$ cat src/shared/balu_defs.svh
// Register offsets, field positions and reset values of the byte ALU.
`ifndef BALU_DEFS_SVH
`define BALU_DEFS_SVH

`define BALU_ADDR_W      8
`define BALU_CTRL_OFS    8'h00
`define BALU_DEST_OFS    8'h04
`define BALU_SRC_OFS     8'h08
`define BALU_IMM_OFS     8'h0C
`define BALU_FLAG_OFS    8'h10

`define BALU_CTRL_OP_MSB 4
`define BALU_CTRL_OP_LSB 0
`define BALU_CTRL_START  8
`define BALU_CTRL_BUSY   16

`define BALU_FLAG_C      0
`define BALU_FLAG_Z      1
`define BALU_FLAG_N      2
`define BALU_FLAG_V      3
`define BALU_FLAG_S      4
`define BALU_FLAG_H      5
`define BALU_FLAG_W      6

`define BALU_FLAG_RST    6'h00
`define BALU_DEST_RST    16'h0000
`define BALU_BYTE_RST    8'h00
`define BALU_OP_RST      5'h00

`endif

$ cat src/shared/balu_pkg.sv
// Types shared by the byte ALU design files.
package balu_pkg;

    typedef logic [5:0] balu_flags_t;

    typedef enum logic [4:0] {
        ADD_REG_OP                  = 5'h00,
        ADD_CARRY_OP                = 5'h01,
        WORD_ADD_IMMEDIATE_OP       = 5'h02,
        SUBTRACT_REG_OP             = 5'h03,
        SUBTRACT_IMMEDIATE_OP       = 5'h04,
        SUBTRACT_WITH_CARRY_OP      = 5'h05,
        SUBTRACT_CARRY_IMMEDIATE_OP = 5'h06,
        WORD_SUBTRACT_IMMEDIATE_OP  = 5'h07,
        AND_REG_OP                  = 5'h08,
        AND_IMMEDIATE_OP            = 5'h09,
        OR_REG_OP                   = 5'h0A,
        OR_IMMEDIATE_OP             = 5'h0B,
        EXCLUSIVE_OR_OP             = 5'h0C,
        ONES_COMPLEMENT_OP          = 5'h0D,
        TWOS_COMPLEMENT_OP          = 5'h0E,
        SET_BITS_OP                 = 5'h0F,
        CLEAR_BITS_OP               = 5'h10,
        INCREMENT_OP                = 5'h11,
        DECREMENT_OP                = 5'h12,
        TEST_VALUE_OP               = 5'h13,
        CLEAR_REG_OP                = 5'h14,
        SET_REG_OP                  = 5'h15
    } balu_op_e;

    typedef enum logic [2:0] {
        ST_IDLE    = 3'h1,
        ST_EXEC    = 3'h2,
        ST_WORD_HI = 3'h4
    } balu_state_e;

endpackage

$ cat src/hdl/balu_addsub.sv
// Eight-bit adder and subtractor with carry, half-carry and overflow.
`timescale 1ns/1ps

module balu_addsub (
    // Operands
    input  wire logic [7:0] a_i,
    input  wire logic [7:0] b_i,
    input  wire logic       cin_i,
    input  wire logic       sub_i,
    // Result
    output logic      [7:0] res_o,
    output logic            carry_o,
    output logic            half_o,
    output logic            ovf_o
);

    // Subtraction runs as a + ~b + ~cin, so carry and half-carry come
    // out inverted and are turned back into borrows below.
    wire logic [7:0] b_x  = b_i ^ {8{sub_i}};
    wire logic       ci_x = cin_i ^ sub_i;
    wire logic [4:0] lo   = {1'h0, a_i[3:0]} + {1'h0, b_x[3:0]} + {4'h0, ci_x};
    wire logic [8:0] full = {1'h0, a_i} + {1'h0, b_x} + {8'h00, ci_x};

    assign res_o   = full[7:0];
    assign carry_o = full[8] ^ sub_i;
    assign half_o  = lo[4] ^ sub_i;
    assign ovf_o   = (a_i[7] == b_x[7]) & (full[7] != a_i[7]);

endmodule

$ cat src/hdl/balu_top.sv
// Byte ALU datapath with APB register access.
`timescale 1ns/1ps
`include "balu_defs.svh"

module balu_top (
    // Clock and reset
    input  wire logic                    clk_sys_i,
    input  wire logic                    reset_n_i,
    // APB slave
    input  wire logic                    psel_i,
    input  wire logic                    penable_i,
    input  wire logic                    pwrite_i,
    input  wire logic [7:0]              paddr_i,
    input  wire logic [31:0]             pwdata_i,
    input  wire logic [3:0]              pstrb_i,
    output logic      [31:0]             prdata_o,
    output logic                         pready_o,
    output logic                         pslverr_o,
    // Status
    output logic                         busy_o,
    output logic                         done_o,
    output balu_pkg::balu_flags_t        flags_o
);
    import balu_pkg::*;

    balu_state_e state_ff;
    balu_state_e nxt_state;
    balu_op_e    op_ff;
    balu_flags_t flags_ff;
    balu_flags_t nxt_flags;
    logic [15:0] dest_ff;
    logic [7:0]  src_ff;
    logic [7:0]  imm_ff;
    logic        wcarry_ff;
    logic        wzero_ff;
    logic        busy_ff;
    logic        done_ff;
    logic        pready_ff;
    logic        pslverr_ff;
    logic [31:0] prdata_ff;

    // APB decode. The slave answers in the first access cycle because
    // pready is raised by the setup cycle one edge earlier.
    wire logic setup    = psel_i & ~penable_i;
    wire logic acc_done = psel_i & penable_i & pready_ff;
    wire logic hit_ctrl = paddr_i == `BALU_CTRL_OFS;
    wire logic hit_dest = paddr_i == `BALU_DEST_OFS;
    wire logic hit_src  = paddr_i == `BALU_SRC_OFS;
    wire logic hit_imm  = paddr_i == `BALU_IMM_OFS;
    wire logic hit_flag = paddr_i == `BALU_FLAG_OFS;
    wire logic addr_ok  = hit_ctrl | hit_dest | hit_src | hit_imm | hit_flag;
    wire logic st_idle  = state_ff == ST_IDLE;
    wire logic st_exec  = state_ff == ST_EXEC;
    wire logic st_hi    = state_ff == ST_WORD_HI;

    // Operand writes are dropped while an operation runs, so software
    // can never tear a result that the datapath is about to store.
    wire logic wr_ok    = acc_done & pwrite_i & st_idle;
    wire logic wr_ctrl  = wr_ok & hit_ctrl & pstrb_i[1];
    wire logic start    = wr_ctrl & pwdata_i[`BALU_CTRL_START];
    wire logic wr_dlo   = wr_ok & hit_dest & pstrb_i[0];
    wire logic wr_dhi   = wr_ok & hit_dest & pstrb_i[1];
    wire logic wr_src   = wr_ok & hit_src & pstrb_i[0];
    wire logic wr_imm   = wr_ok & hit_imm & pstrb_i[0];
    wire logic wr_flag  = wr_ok & hit_flag & pstrb_i[0];
    wire logic [4:0] wr_op =
        pwdata_i[`BALU_CTRL_OP_MSB:`BALU_CTRL_OP_LSB];

    wire logic [31:0] rd_ctrl = {15'h0000, busy_ff, 11'h000, op_ff};
    wire logic [31:0] rd_mux  =
        hit_ctrl ? rd_ctrl :
        hit_dest ? {16'h0000, dest_ff} :
        hit_src  ? {24'h000000, src_ff} :
        hit_imm  ? {24'h000000, imm_ff} :
        hit_flag ? {26'h0000000, flags_ff} : 32'h00000000;

    // Operation classes.
    wire logic is_arith = op_ff inside {ADD_REG_OP, ADD_CARRY_OP,
        SUBTRACT_REG_OP, SUBTRACT_IMMEDIATE_OP, SUBTRACT_WITH_CARRY_OP,
        SUBTRACT_CARRY_IMMEDIATE_OP, ONES_COMPLEMENT_OP, TWOS_COMPLEMENT_OP};
    wire logic is_word  = op_ff inside {WORD_ADD_IMMEDIATE_OP,
        WORD_SUBTRACT_IMMEDIATE_OP};
    wire logic is_incd  = op_ff inside {INCREMENT_OP, DECREMENT_OP};
    wire logic is_logic = op_ff inside {AND_REG_OP, AND_IMMEDIATE_OP,
        OR_REG_OP, OR_IMMEDIATE_OP, EXCLUSIVE_OR_OP, SET_BITS_OP,
        CLEAR_BITS_OP, TEST_VALUE_OP, CLEAR_REG_OP};
    wire logic is_set   = op_ff == SET_REG_OP;
    wire logic is_com   = op_ff == ONES_COMPLEMENT_OP;
    wire logic op_legal = is_arith | is_word | is_incd | is_logic | is_set;

    wire logic [7:0] d_lo = dest_ff[7:0];
    wire logic [7:0] d_hi = dest_ff[15:8];
    wire logic       c_in = flags_ff[`BALU_FLAG_C];

    logic [7:0] add_a;
    logic [7:0] add_b;
    logic       add_cin;
    logic       add_sub;
    logic [7:0] add_res;
    logic       add_c;
    logic       add_h;
    logic       add_v;
    logic [7:0] logic_res;

    // Adder operand selection; the word forms use the low byte first
    // and then the high byte with the stored carry or borrow.
    always_comb begin
        add_a   = d_lo;
        add_b   = src_ff;
        add_cin = 1'h0;
        add_sub = 1'h0;
        unique case (op_ff)
            ADD_REG_OP: add_cin = 1'h0;
            ADD_CARRY_OP: add_cin = c_in;
            SUBTRACT_REG_OP: add_sub = 1'h1;
            SUBTRACT_IMMEDIATE_OP: begin
                add_sub = 1'h1;
                add_b   = imm_ff;
            end
            SUBTRACT_WITH_CARRY_OP: begin
                add_sub = 1'h1;
                add_cin = c_in;
            end
            SUBTRACT_CARRY_IMMEDIATE_OP: begin
                add_sub = 1'h1;
                add_b   = imm_ff;
                add_cin = c_in;
            end
            WORD_ADD_IMMEDIATE_OP, WORD_SUBTRACT_IMMEDIATE_OP: begin
                add_sub = op_ff == WORD_SUBTRACT_IMMEDIATE_OP;
                add_a   = st_hi ? d_hi : d_lo;
                add_b   = st_hi ? 8'h00 : imm_ff;
                add_cin = st_hi & wcarry_ff;
            end
            ONES_COMPLEMENT_OP: begin
                add_a   = 8'hFF;
                add_b   = d_lo;
                add_sub = 1'h1;
            end
            TWOS_COMPLEMENT_OP: begin
                add_a   = 8'h00;
                add_b   = d_lo;
                add_sub = 1'h1;
            end
            INCREMENT_OP: add_b = 8'h01;
            DECREMENT_OP: begin
                add_b   = 8'h01;
                add_sub = 1'h1;
            end
            default: add_b = src_ff;
        endcase
    end

    // Logic unit.
    always_comb begin
        unique case (op_ff)
            AND_REG_OP:       logic_res = d_lo & src_ff;
            AND_IMMEDIATE_OP: logic_res = d_lo & imm_ff;
            OR_REG_OP:        logic_res = d_lo | src_ff;
            OR_IMMEDIATE_OP:  logic_res = d_lo | imm_ff;
            EXCLUSIVE_OR_OP:  logic_res = d_lo ^ src_ff;
            SET_BITS_OP:      logic_res = d_lo | imm_ff;
            CLEAR_BITS_OP:    logic_res = d_lo & (8'hFF - imm_ff);
            TEST_VALUE_OP:    logic_res = d_lo & d_lo;
            CLEAR_REG_OP:     logic_res = d_lo ^ d_lo;
            SET_REG_OP:       logic_res = 8'hFF;
            default:          logic_res = d_lo;
        endcase
    end

    balu_addsub u_addsub (
        .a_i     (add_a),
        .b_i     (add_b),
        .cin_i   (add_cin),
        .sub_i   (add_sub),
        .res_o   (add_res),
        .carry_o (add_c),
        .half_o  (add_h),
        .ovf_o   (add_v)
    );

    wire logic [7:0] res  = (is_logic | is_set) ? logic_res : add_res;
    wire logic       z8   = res == 8'h00;
    wire logic       w_lo = st_exec & is_word;
    wire logic       step = (st_exec & op_legal) | st_hi;

    // Flag update. Each class touches only its own flags; the word low
    // byte touches none, so a half-finished word leaves flags stable.
    always_comb begin
        nxt_flags = flags_ff;
        if (st_hi) begin
            nxt_flags[`BALU_FLAG_Z] = z8 & wzero_ff;
            nxt_flags[`BALU_FLAG_C] = add_c;
            nxt_flags[`BALU_FLAG_N] = res[7];
            nxt_flags[`BALU_FLAG_V] = add_v;
            nxt_flags[`BALU_FLAG_S] = res[7] ^ add_v;
        end else if (st_exec & ~is_word & ~is_set & op_legal) begin
            nxt_flags[`BALU_FLAG_Z] = z8;
            nxt_flags[`BALU_FLAG_N] = res[7];
            nxt_flags[`BALU_FLAG_V] = is_logic ? 1'h0 : add_v;
            if (is_arith) begin
                nxt_flags[`BALU_FLAG_C] = add_c;
            end
            if (is_arith & ~is_com) begin
                nxt_flags[`BALU_FLAG_H] = add_h;
            end
        end
    end

    always_comb begin
        nxt_state = state_ff;
        unique case (state_ff)
            ST_IDLE:    if (start) nxt_state = ST_EXEC;
            ST_EXEC:    nxt_state = is_word ? ST_WORD_HI : ST_IDLE;
            ST_WORD_HI: nxt_state = ST_IDLE;
            default:    nxt_state = ST_IDLE;
        endcase
    end

    always_ff @(posedge clk_sys_i or negedge reset_n_i) begin
        if (!reset_n_i) begin
            state_ff <= ST_IDLE;
            busy_ff  <= 1'h0;
            done_ff  <= 1'h0;
        end else begin
            state_ff <= nxt_state;
            busy_ff  <= nxt_state != ST_IDLE;
            done_ff  <= (st_exec & ~is_word) | st_hi;
        end
    end

    always_ff @(posedge clk_sys_i or negedge reset_n_i) begin
        if (!reset_n_i) begin
            op_ff <= balu_op_e'(`BALU_OP_RST);
        end else if (wr_ctrl & pstrb_i[0]) begin
            op_ff <= balu_op_e'(wr_op);
        end
    end

    // Result write-back to the destination byte or pair.
    always_ff @(posedge clk_sys_i or negedge reset_n_i) begin
        if (!reset_n_i) begin
            dest_ff <= `BALU_DEST_RST;
        end else if (st_hi) begin
            dest_ff[15:8] <= res;
        end else if (step & ~(is_logic & op_ff == TEST_VALUE_OP)) begin
            dest_ff[7:0] <= res;
        end else begin
            if (wr_dlo) dest_ff[7:0] <= pwdata_i[7:0];
            if (wr_dhi) dest_ff[15:8] <= pwdata_i[15:8];
        end
    end

    always_ff @(posedge clk_sys_i or negedge reset_n_i) begin
        if (!reset_n_i) begin
            wcarry_ff <= 1'h0;
            wzero_ff  <= 1'h0;
        end else if (w_lo) begin
            wcarry_ff <= add_c;
            wzero_ff  <= z8;
        end
    end

    always_ff @(posedge clk_sys_i or negedge reset_n_i) begin
        if (!reset_n_i) begin
            flags_ff <= `BALU_FLAG_RST;
        end else if (step) begin
            flags_ff <= nxt_flags;
        end else if (wr_flag) begin
            flags_ff <= pwdata_i[`BALU_FLAG_W-1:0];
        end
    end

    always_ff @(posedge clk_sys_i or negedge reset_n_i) begin
        if (!reset_n_i) begin
            src_ff <= `BALU_BYTE_RST;
            imm_ff <= `BALU_BYTE_RST;
        end else begin
            if (wr_src) src_ff <= pwdata_i[7:0];
            if (wr_imm) imm_ff <= pwdata_i[7:0];
        end
    end

    always_ff @(posedge clk_sys_i or negedge reset_n_i) begin
        if (!reset_n_i) begin
            pready_ff  <= 1'h0;
            pslverr_ff <= 1'h0;
            prdata_ff  <= 32'h00000000;
        end else begin
            pready_ff  <= setup;
            pslverr_ff <= setup & ~addr_ok;
            if (setup) prdata_ff <= pwrite_i ? 32'h00000000 : rd_mux;
        end
    end

    assign prdata_o  = prdata_ff;
    assign pready_o  = pready_ff;
    assign pslverr_o = pslverr_ff;
    assign busy_o    = busy_ff;
    assign done_o    = done_ff;
    assign flags_o   = flags_ff;

endmodule

$ cat config.mk
export PLATFORM = sky130hd
export DESIGN_NAME = balu_top
export DESIGN_NICKNAME = d
export VERILOG_FILES = /design/src/shared/balu_pkg.sv /design/src/hdl/balu_addsub.sv /design/src/hdl/balu_top.sv
export VERILOG_INCLUDE_DIRS = /design/src /design/src/shared
export SDC_FILE = /design/constraint.sdc
export NUM_CORES = 1
export LEC_CHECK = 0
export BUFFER_PORTS_ARGS = -buffer_cell sky130_fd_sc_hd__buf_2
export CAP_MARGIN = 20
export CORE_MARGIN = 3
export CORE_UTILIZATION = 50
export DETAILED_ROUTE_END_ITERATION = 10
export GPL_TIMING_DRIVEN = 1
export PLACE_DENSITY = 0.77
export SYNTH_ARGS = -nofsm -noshare
export SYNTH_HDL_FRONTEND = slang
export SYNTH_SLANG_ARGS = --single-unit
$ cat constraint.sdc
create_clock -name clk_sys_i -period 5.6 [get_ports clk_sys_i]
set_clock_uncertainty 0.2 [all_clocks]
set_input_delay 0.84 -clock clk_sys_i [delete_from_list [all_inputs] [get_ports clk_sys_i]]
set_output_delay 0.84 -clock clk_sys_i [all_outputs]
set_load 0.02 [all_outputs]
## Yosys cells after proc, flatten, opt, wreduce, memory -nomap -nowiden

Cells that the tools add are included.

| operators by class | value |
|---|---|
| $add $sub $neg | 5 |
| $mul | 0 |
| div/mod/pow operators | 0 |
| magnitude comparators | 0 |
| equality and inequality tests | 38 |
| shift-type cells | 0 |
| multiplexer cells | 32 |
| bitwise gates (word level) | 61 |
| reductions and logical operators | 23 |

Operators with widths:

| cell | count |
|---|---|
| $mux W8 | 10 |
| $pmux W8 S9 | 1 |
| $eq A5 B4 Y1 const B | 8 |
| $mux W17 | 2 |
| $and A8 B8 Y8 | 4 |
| $pmux W8 S4 | 1 |
| $and A1 B1 Y1 | 30 |
| $eq A5 B5 Y1 const B | 6 |
| $pmux W8 S3 | 1 |
| $xor A8 B8 Y8 | 3 |
| $eq A5 B3 Y1 const B | 4 |
| $mux W6 | 3 |
| $eq A8 B4 Y1 const B | 2 |
| $logic_not A8 Y1 | 2 |
| $mux W16 | 1 |
| $or A8 B8 Y8 | 2 |
| $or A1 B1 Y1 | 11 |
| $eq A5 B2 Y1 const B | 2 |
| $reduce_bool A2 Y1 | 5 |
| $reduce_or A2 Y1 | 5 |
| $add A8 B8 Y9 | 1 |
| $add A9 B1 Y9 | 1 |
| $reduce_bool A9 Y1 | 1 |
| $eq A8 B3 Y1 const B | 1 |
| 29 further kinds | 52 |

| word-level totals | value |
|---|---|
| register bits | 84 |
| bits in latches | 0 |
| bits in writable memories | 0 |
| ROM bits | 0 |
| input bits | 49 |
| output and inout bits | 42 |
| logic and storage cells | 176 |
| memories kept | 0 |

## Logic depth before layout (Yosys ltp)

| logic depth | value |
|---|---|
| depth in word-level cells | 12 |
| depth in mapped cells | 19 |
| depth with buffers taken out | 18 |

## Modules after synthesis

From an unflattened synthesis, not the netlist that was laid out.

| second synthesis, totals | value |
|---|---|
| cell total of the unflattened synthesis | 587 |
| area total of the unflattened synthesis | 5149.9 sq um |

Modules (own cells, without submodules):

| module | instances | cells each | area each (sq um) | sequential area each (sq um) |
|---|---|---|---|---|
| balu_top | 1 | 537 | 4725.8 | 1727.9 |
| balu_addsub | 1 | 50 | 424.2 | 0.0 |

## Least setup slack after synthesis

OpenSTA, ideal clock, no wires.

| path | value |
|---|---|
| path kind | reg2reg |
| from | register op_ff[1] |
| to | register flags_ff[1], in the netlist flags_o[1] |
| library setup time | 0.090 ns |
| arrival time | 3.713 ns |
| required time | 5.310 ns |
| setup slack | 1.597 ns |
| stages on the path, launching flop included | 19 |
| buffers on the path | 2 |
| period minus slack after synthesis | 4.003 ns |
| path through | dfrtp_1 > buf_4 > clkbuf_1 > nand3_1 > o21ai_1 > a21oi_1 > a22oi_1 > xor2_1 > fa_1 > inv_1 > fa_1 > a21o_1 > a21oi_1 > xor2_1 > nor2_1 > a211o_1 > nor3_1 > nand4b_1 > o221ai_1 |

| on the way | value |
|---|---|
| word-level cells in the longest chain between the ends | 11 |
| elaborated cells between the ends (all ways) | 63 |
| those cells by class | add/sub: 2; eq/ne: 22; mux: 9; bitwise: 15; reduce/logical: 15 |

Ends and longest elaborated chain:

| item | RTL line | RTL |
|---|---|---|
| from (decl) | balu_top.sv:28 | `balu_op_e op_ff;` |
| from (signal assigned) | balu_top.sv:234 | `` op_ff <= balu_op_e'(`BALU_OP_RST); `` |
| from (signal assigned) | balu_top.sv:236 | `op_ff <= balu_op_e'(wr_op);` |
| $eq A5 B4 Y1, or another cell as far along | balu_top.sv:78, balu_top.sv:112 |  |
| $reduce_or A7 Y1 (no source line), or another cell as far along | n/a |  |
| $pmux W1 S2 or $pmux W8 S4 (tied branches) | balu_top.sv:112 | `unique case (op_ff)` |
| $xor A8 B8 Y8 | balu_addsub.sv:19 | `wire logic [7:0] b_x = b_i ^ {8{sub_i}};` |
| $add A8 B8 Y9 | balu_addsub.sv:22 | `wire logic [8:0] full = {1'h0, a_i} + {1'h0, b_x} + {8'h00, ci_x};` |
| $add A9 B1 Y9 | balu_addsub.sv:22 |  |
| $mux W8 | balu_top.sv:182 | `wire logic [7:0] res = (is_logic \| is_set) ? logic_res : add_res;` |
| $logic_not A8 Y1 | balu_top.sv:183 | `wire logic z8 = res == 8'h00;` |
| $mux W4 or $and A1 B1 Y1 (tied branches) | balu_top.sv:197, balu_top.sv:192 |  |
| $mux W4 | balu_top.sv:191 | `if (st_hi) begin` |
| $mux W6 | balu_top.sv:267 | `end else if (step) begin` |
| to (signal assigned) | balu_top.sv:266 | `` flags_ff <= `BALU_FLAG_RST; `` |
| to (signal assigned) | balu_top.sv:268 | `flags_ff <= nxt_flags;` |
| to (signal assigned) | balu_top.sv:270 | `` flags_ff <= pwdata_i[`BALU_FLAG_W-1:0]; `` |
| to (decl) | balu_top.sv:29 | `balu_flags_t flags_ff;` |

Several ways; a longest one is shown, not always the timed one. The select of a mux whose other input is x is not followed.
A chain may end at the register's enable or synchronous reset.

## Final worst setup path

| path | value |
|---|---|
| from | register op_ff[2] |
| to | register flags_ff[1], in the netlist flags_o[1] |

Same word-level chain as after synthesis.

==> results.yml <==
critical_path:
  worstSetupPathType: "reg -> reg"
  reg2reg_slack_ps: 550
  critPathBufInv: 1
  path_max_fanout: 20
  r2r_cells: 17
  cp_data_arrival_time_ps: 5110
  r2r-start: "op_ff[2]$_DFFE_PN0P_"
  start_kind: "flop"
  r2r_end: "flags_o[1]$_DFFE_PN0P_"
  max_stage_delay_ps: 770
  critical_path.slowest_cell: "dfrtp_1"
  cp-end-kind: "flop"
  cp_top_family: "compound AO/OA/AOI/OAI gates"
  required_ps: 5660
  cp_common_cell: "nor2_1"
  cp_cell_sequence: "nor2_1, a21oi_1, o32ai_1, nor2_1, a22oi_1, xor2_1, fa_1, inv_1, fa_1, a21o_1, a21oi_1, xor2_1, nor2_1, a211o_1, nor3_1, nand4b_1, o221ai_1"
drt:
  drcViolationCount: 0
  drtIter0Drc: 605
  routed_wl_um: 15300
  detail-route-antenna-nets: 0
  wl_per_cell_um: 20.4
  post_drt_via_cell_ratio: 6.38
  num_vias: 4788
  first_pass_iters: 5
synthesis:
  synthFlopType: "dfrtp_1"
  synth_top_area_share_pct: 34.0
  ys_seq_elements: 69
  yosysUniqueCellTypes: 70
  syn_inst: 573
  ys_warn_count: 0
  yosys.area.top_type: "dfrtp_1"
  syn_area_per_cell_um2: 8.74
  ys_seq_area_share_pct: 34.5
  ys_top_cells_by_area: "dfrtp_1, nand2_1, o21ai_0"
  synth_edf_count: 0
  synthArstFlopShare_pct: 100
  netlist_area_um2: 5010
timing:
  hold_violations: 0
  setup_tns_ps: 0
  fin_hold_ws_ps: 275
  max_freq_ghz: 0.198
  setup_viol: 0
  relSlewSlack_pct: 27.5
  layout_min_cycle_time_ps: 5050
  grt_setup_unrepaired: "no"
  worstMarginPinSlew_ps: 1080
  period_share_pct: 90.1
  finalMaxSlewViolations: 0
layout:
  fillCellCount: 865
  n_antenna_cell: 0
  fin_cells: 751
  finalInstanceArea_um2: 5550
  drive_above_1_share_pct: 20.1
  multiInputGateArea_um2: 3020
  final-seq-area_um2: 1730
  nets: 675
  areaGrowthSynthToFinish_pct: 10.9
floorplanning:
  io-pin-count: 91
  die_area_um2: 11300
  die_y_um: 106
  fp.coreArea_um2: 9500
  die_x_um: 106
  row_count: 35
  start_util_pct: 52.7
power_and_ir_drop:
  power_leakage_nw: 2.43
  power-per-cell-area_nw_per_um2: 186
  p_total_mw: 1.04
  worst_ir_drop_vdd_uv: 140
clock_tree:
  clk_latency_ps: 360
  clock-sinks: 69
  post-cts-setup-buffers: 0
  clockBufferDepth: 2
  clk_pin_slew_worst_paths_ps: 90
  post_cts_resized: 0
  ctsHoldBuffers: 0
  cts_tree: "yes"
  cts_buffers: 9
  cts_root_buf: "clkbuf_8"
  htreeDepth: 3
place:
  dpl-instance-area_um2: 5340
  portBuffers: 57
  dp_cells: 735
  gp_congestion: 0.984
  dp_hpwl_um: 11600
worst_hold_path:
  hp-start: "prdata_o[7]$_DFFE_PN0P_"
  hold_class: "reg -> reg"
  holdPathStages: 2
  min_to: "prdata_o[7]$_DFFE_PN0P_"
grt:
  overflow: 0
  grt_pass1_vias: 4398
  grt_max_degree: 70
  antenna_found_initial: 0
  grt_first_pass_wirelength_um: 24300
  groute.usage.overall_pct: 27.6
status:
  outcome: "finished, final reports clean"
run:
  maxCapViolCount: 0
==> registers in the layout, indices dropped and copies added, names as in the netlist <==
name,cells
state_ff,3
wzero_ff,1
done_o,1
prdata_o,17
pready_o,1
src_ff,8
op_ff,5
imm_ff,8
flags_o,6
wcarry_ff,1
busy_o,1
pslverr_o,1
dest_ff,16
==> where the power goes <==
part           switching [mW]  leakage (nW)  internal, mW
combinational          0.0546          1.43        0.0224
clock                   0.206         0.102         0.251
sequential            0.00176         0.896         0.500
==> kinds of logic after synthesis <==
kind of cell / after synthesis / share of synthesized area [%]
AO/OA/AOI/OAI: 172 / 23.8
XOR/XNOR: 21 / 3.67
adder cells (fa/ha/maj): 9 / 2.55
buffers and inverters: 62 / 6.27
flip-flops: 69 / 34.5
multiplexers: 49 / 10.3
other: 1 / 0.0749
AND/OR/NAND/NOR: 190 / 18.8
==> stage by stage <==
stage / worst slack [ps] / utilization, %
global placement: 795 / 56.2
detailed placement: 721 / 56.2
finish: 552 / 58.4
floorplan: 1600 / -
global route: 280 / 58.4
CTS: 667 / 58.4
==> placed cells by master, fill, tap and decap left out, types with 10 or more instances in the layout <==
cell type  synthesis  routed
inv_1             10      10
a222oi_1          18      18
o211ai_1          10      10
conb_1             1      15
nor3_1            10      10
o221ai_1          10      10
buf_2             11      57
mux2_2            22      22
nand2_1           80      80
buf_4             16      13
xor2_1            14      14
dfrtp_1           68      68
mux2i_1           27      27
nor2b_1           11      11
a21oi_1           22      22
o21ai_0           59      59
nor2_1            34      34
==> how the worst max path moves through the flow <==
stage	slack, ps	to	startpoint	cells past startpoint
after detailed placement	720	flags_o[1]$_DFFE_PN0P_	op_ff[2]$_DFFE_PN0P_	17
after floorplan	1600	flags_o[1]$_DFFE_PN0P_	op_ff[1]$_DFFE_PN0P_	18
after global routing	280	flags_o[1]$_DFFE_PN0P_	op_ff[2]$_DFFE_PN0P_	17
after global placement	790	flags_o[1]$_DFFE_PN0P_	op_ff[2]$_DFFE_PN0P_	17
final	550	flags_o[1]$_DFFE_PN0P_	op_ff[2]$_DFFE_PN0P_	17
after CTS	670	flags_o[1]$_DFFE_PN0P_	op_ff[2]$_DFFE_PN0P_	17
==> synthesized netlist by cell type (7+ instances only) <==
master and instances:
a21oi_1 22, a222oi_1 18, a22o_1 9, a22oi_1 7, buf_2 11, buf_4 16, clkbuf_1 19, dfrtp_1 68
ha_1 7, inv_1 10, mux2_2 22, mux2i_1 27, nand2_1 80, nand2b_1 9, nand3_1 9, nor2_1 34
nor2b_1 11, nor3_1 10, o211ai_1 10, o21ai_0 59, o221ai_1 10, xnor2_1 7, xor2_1 14
==> tightest hold or removal path, delay by kind of cell, from the launching register on <==
family | cells | cell delay (ps)
flops | 1 | 340
simple gates | 1 | 50
compound gates | 1 | 50
==> layout make-up <==
type                            instances  share of cell area (%)
Multi-Input combinational cell        456                    54.4
Sequential cell                        69                    31.1
Timing Repair Buffer                   70                    6.89
Tap cell                              129                    2.91
Clock buffer                           10                    2.30
Clock inverter                          6                    1.60
Inverter                               11                   0.743
==> per-layer routing <==
layer | GRT usage [%] | up-vias | share of wire [%] | wire, um
li1 | - | 2182 | - | -
met4 | 10.1 | 0 | 2.7 | 420
met1 | 40.3 | 2300 | 44 | 6780
met2 | 41.6 | 272 | 44 | 6760
met3 | 4.01 | 34 | 8.8 | 1350
met5 | 0 | - | 0 | 0
No activity file was read; power rests on OpenSTA's default activity.
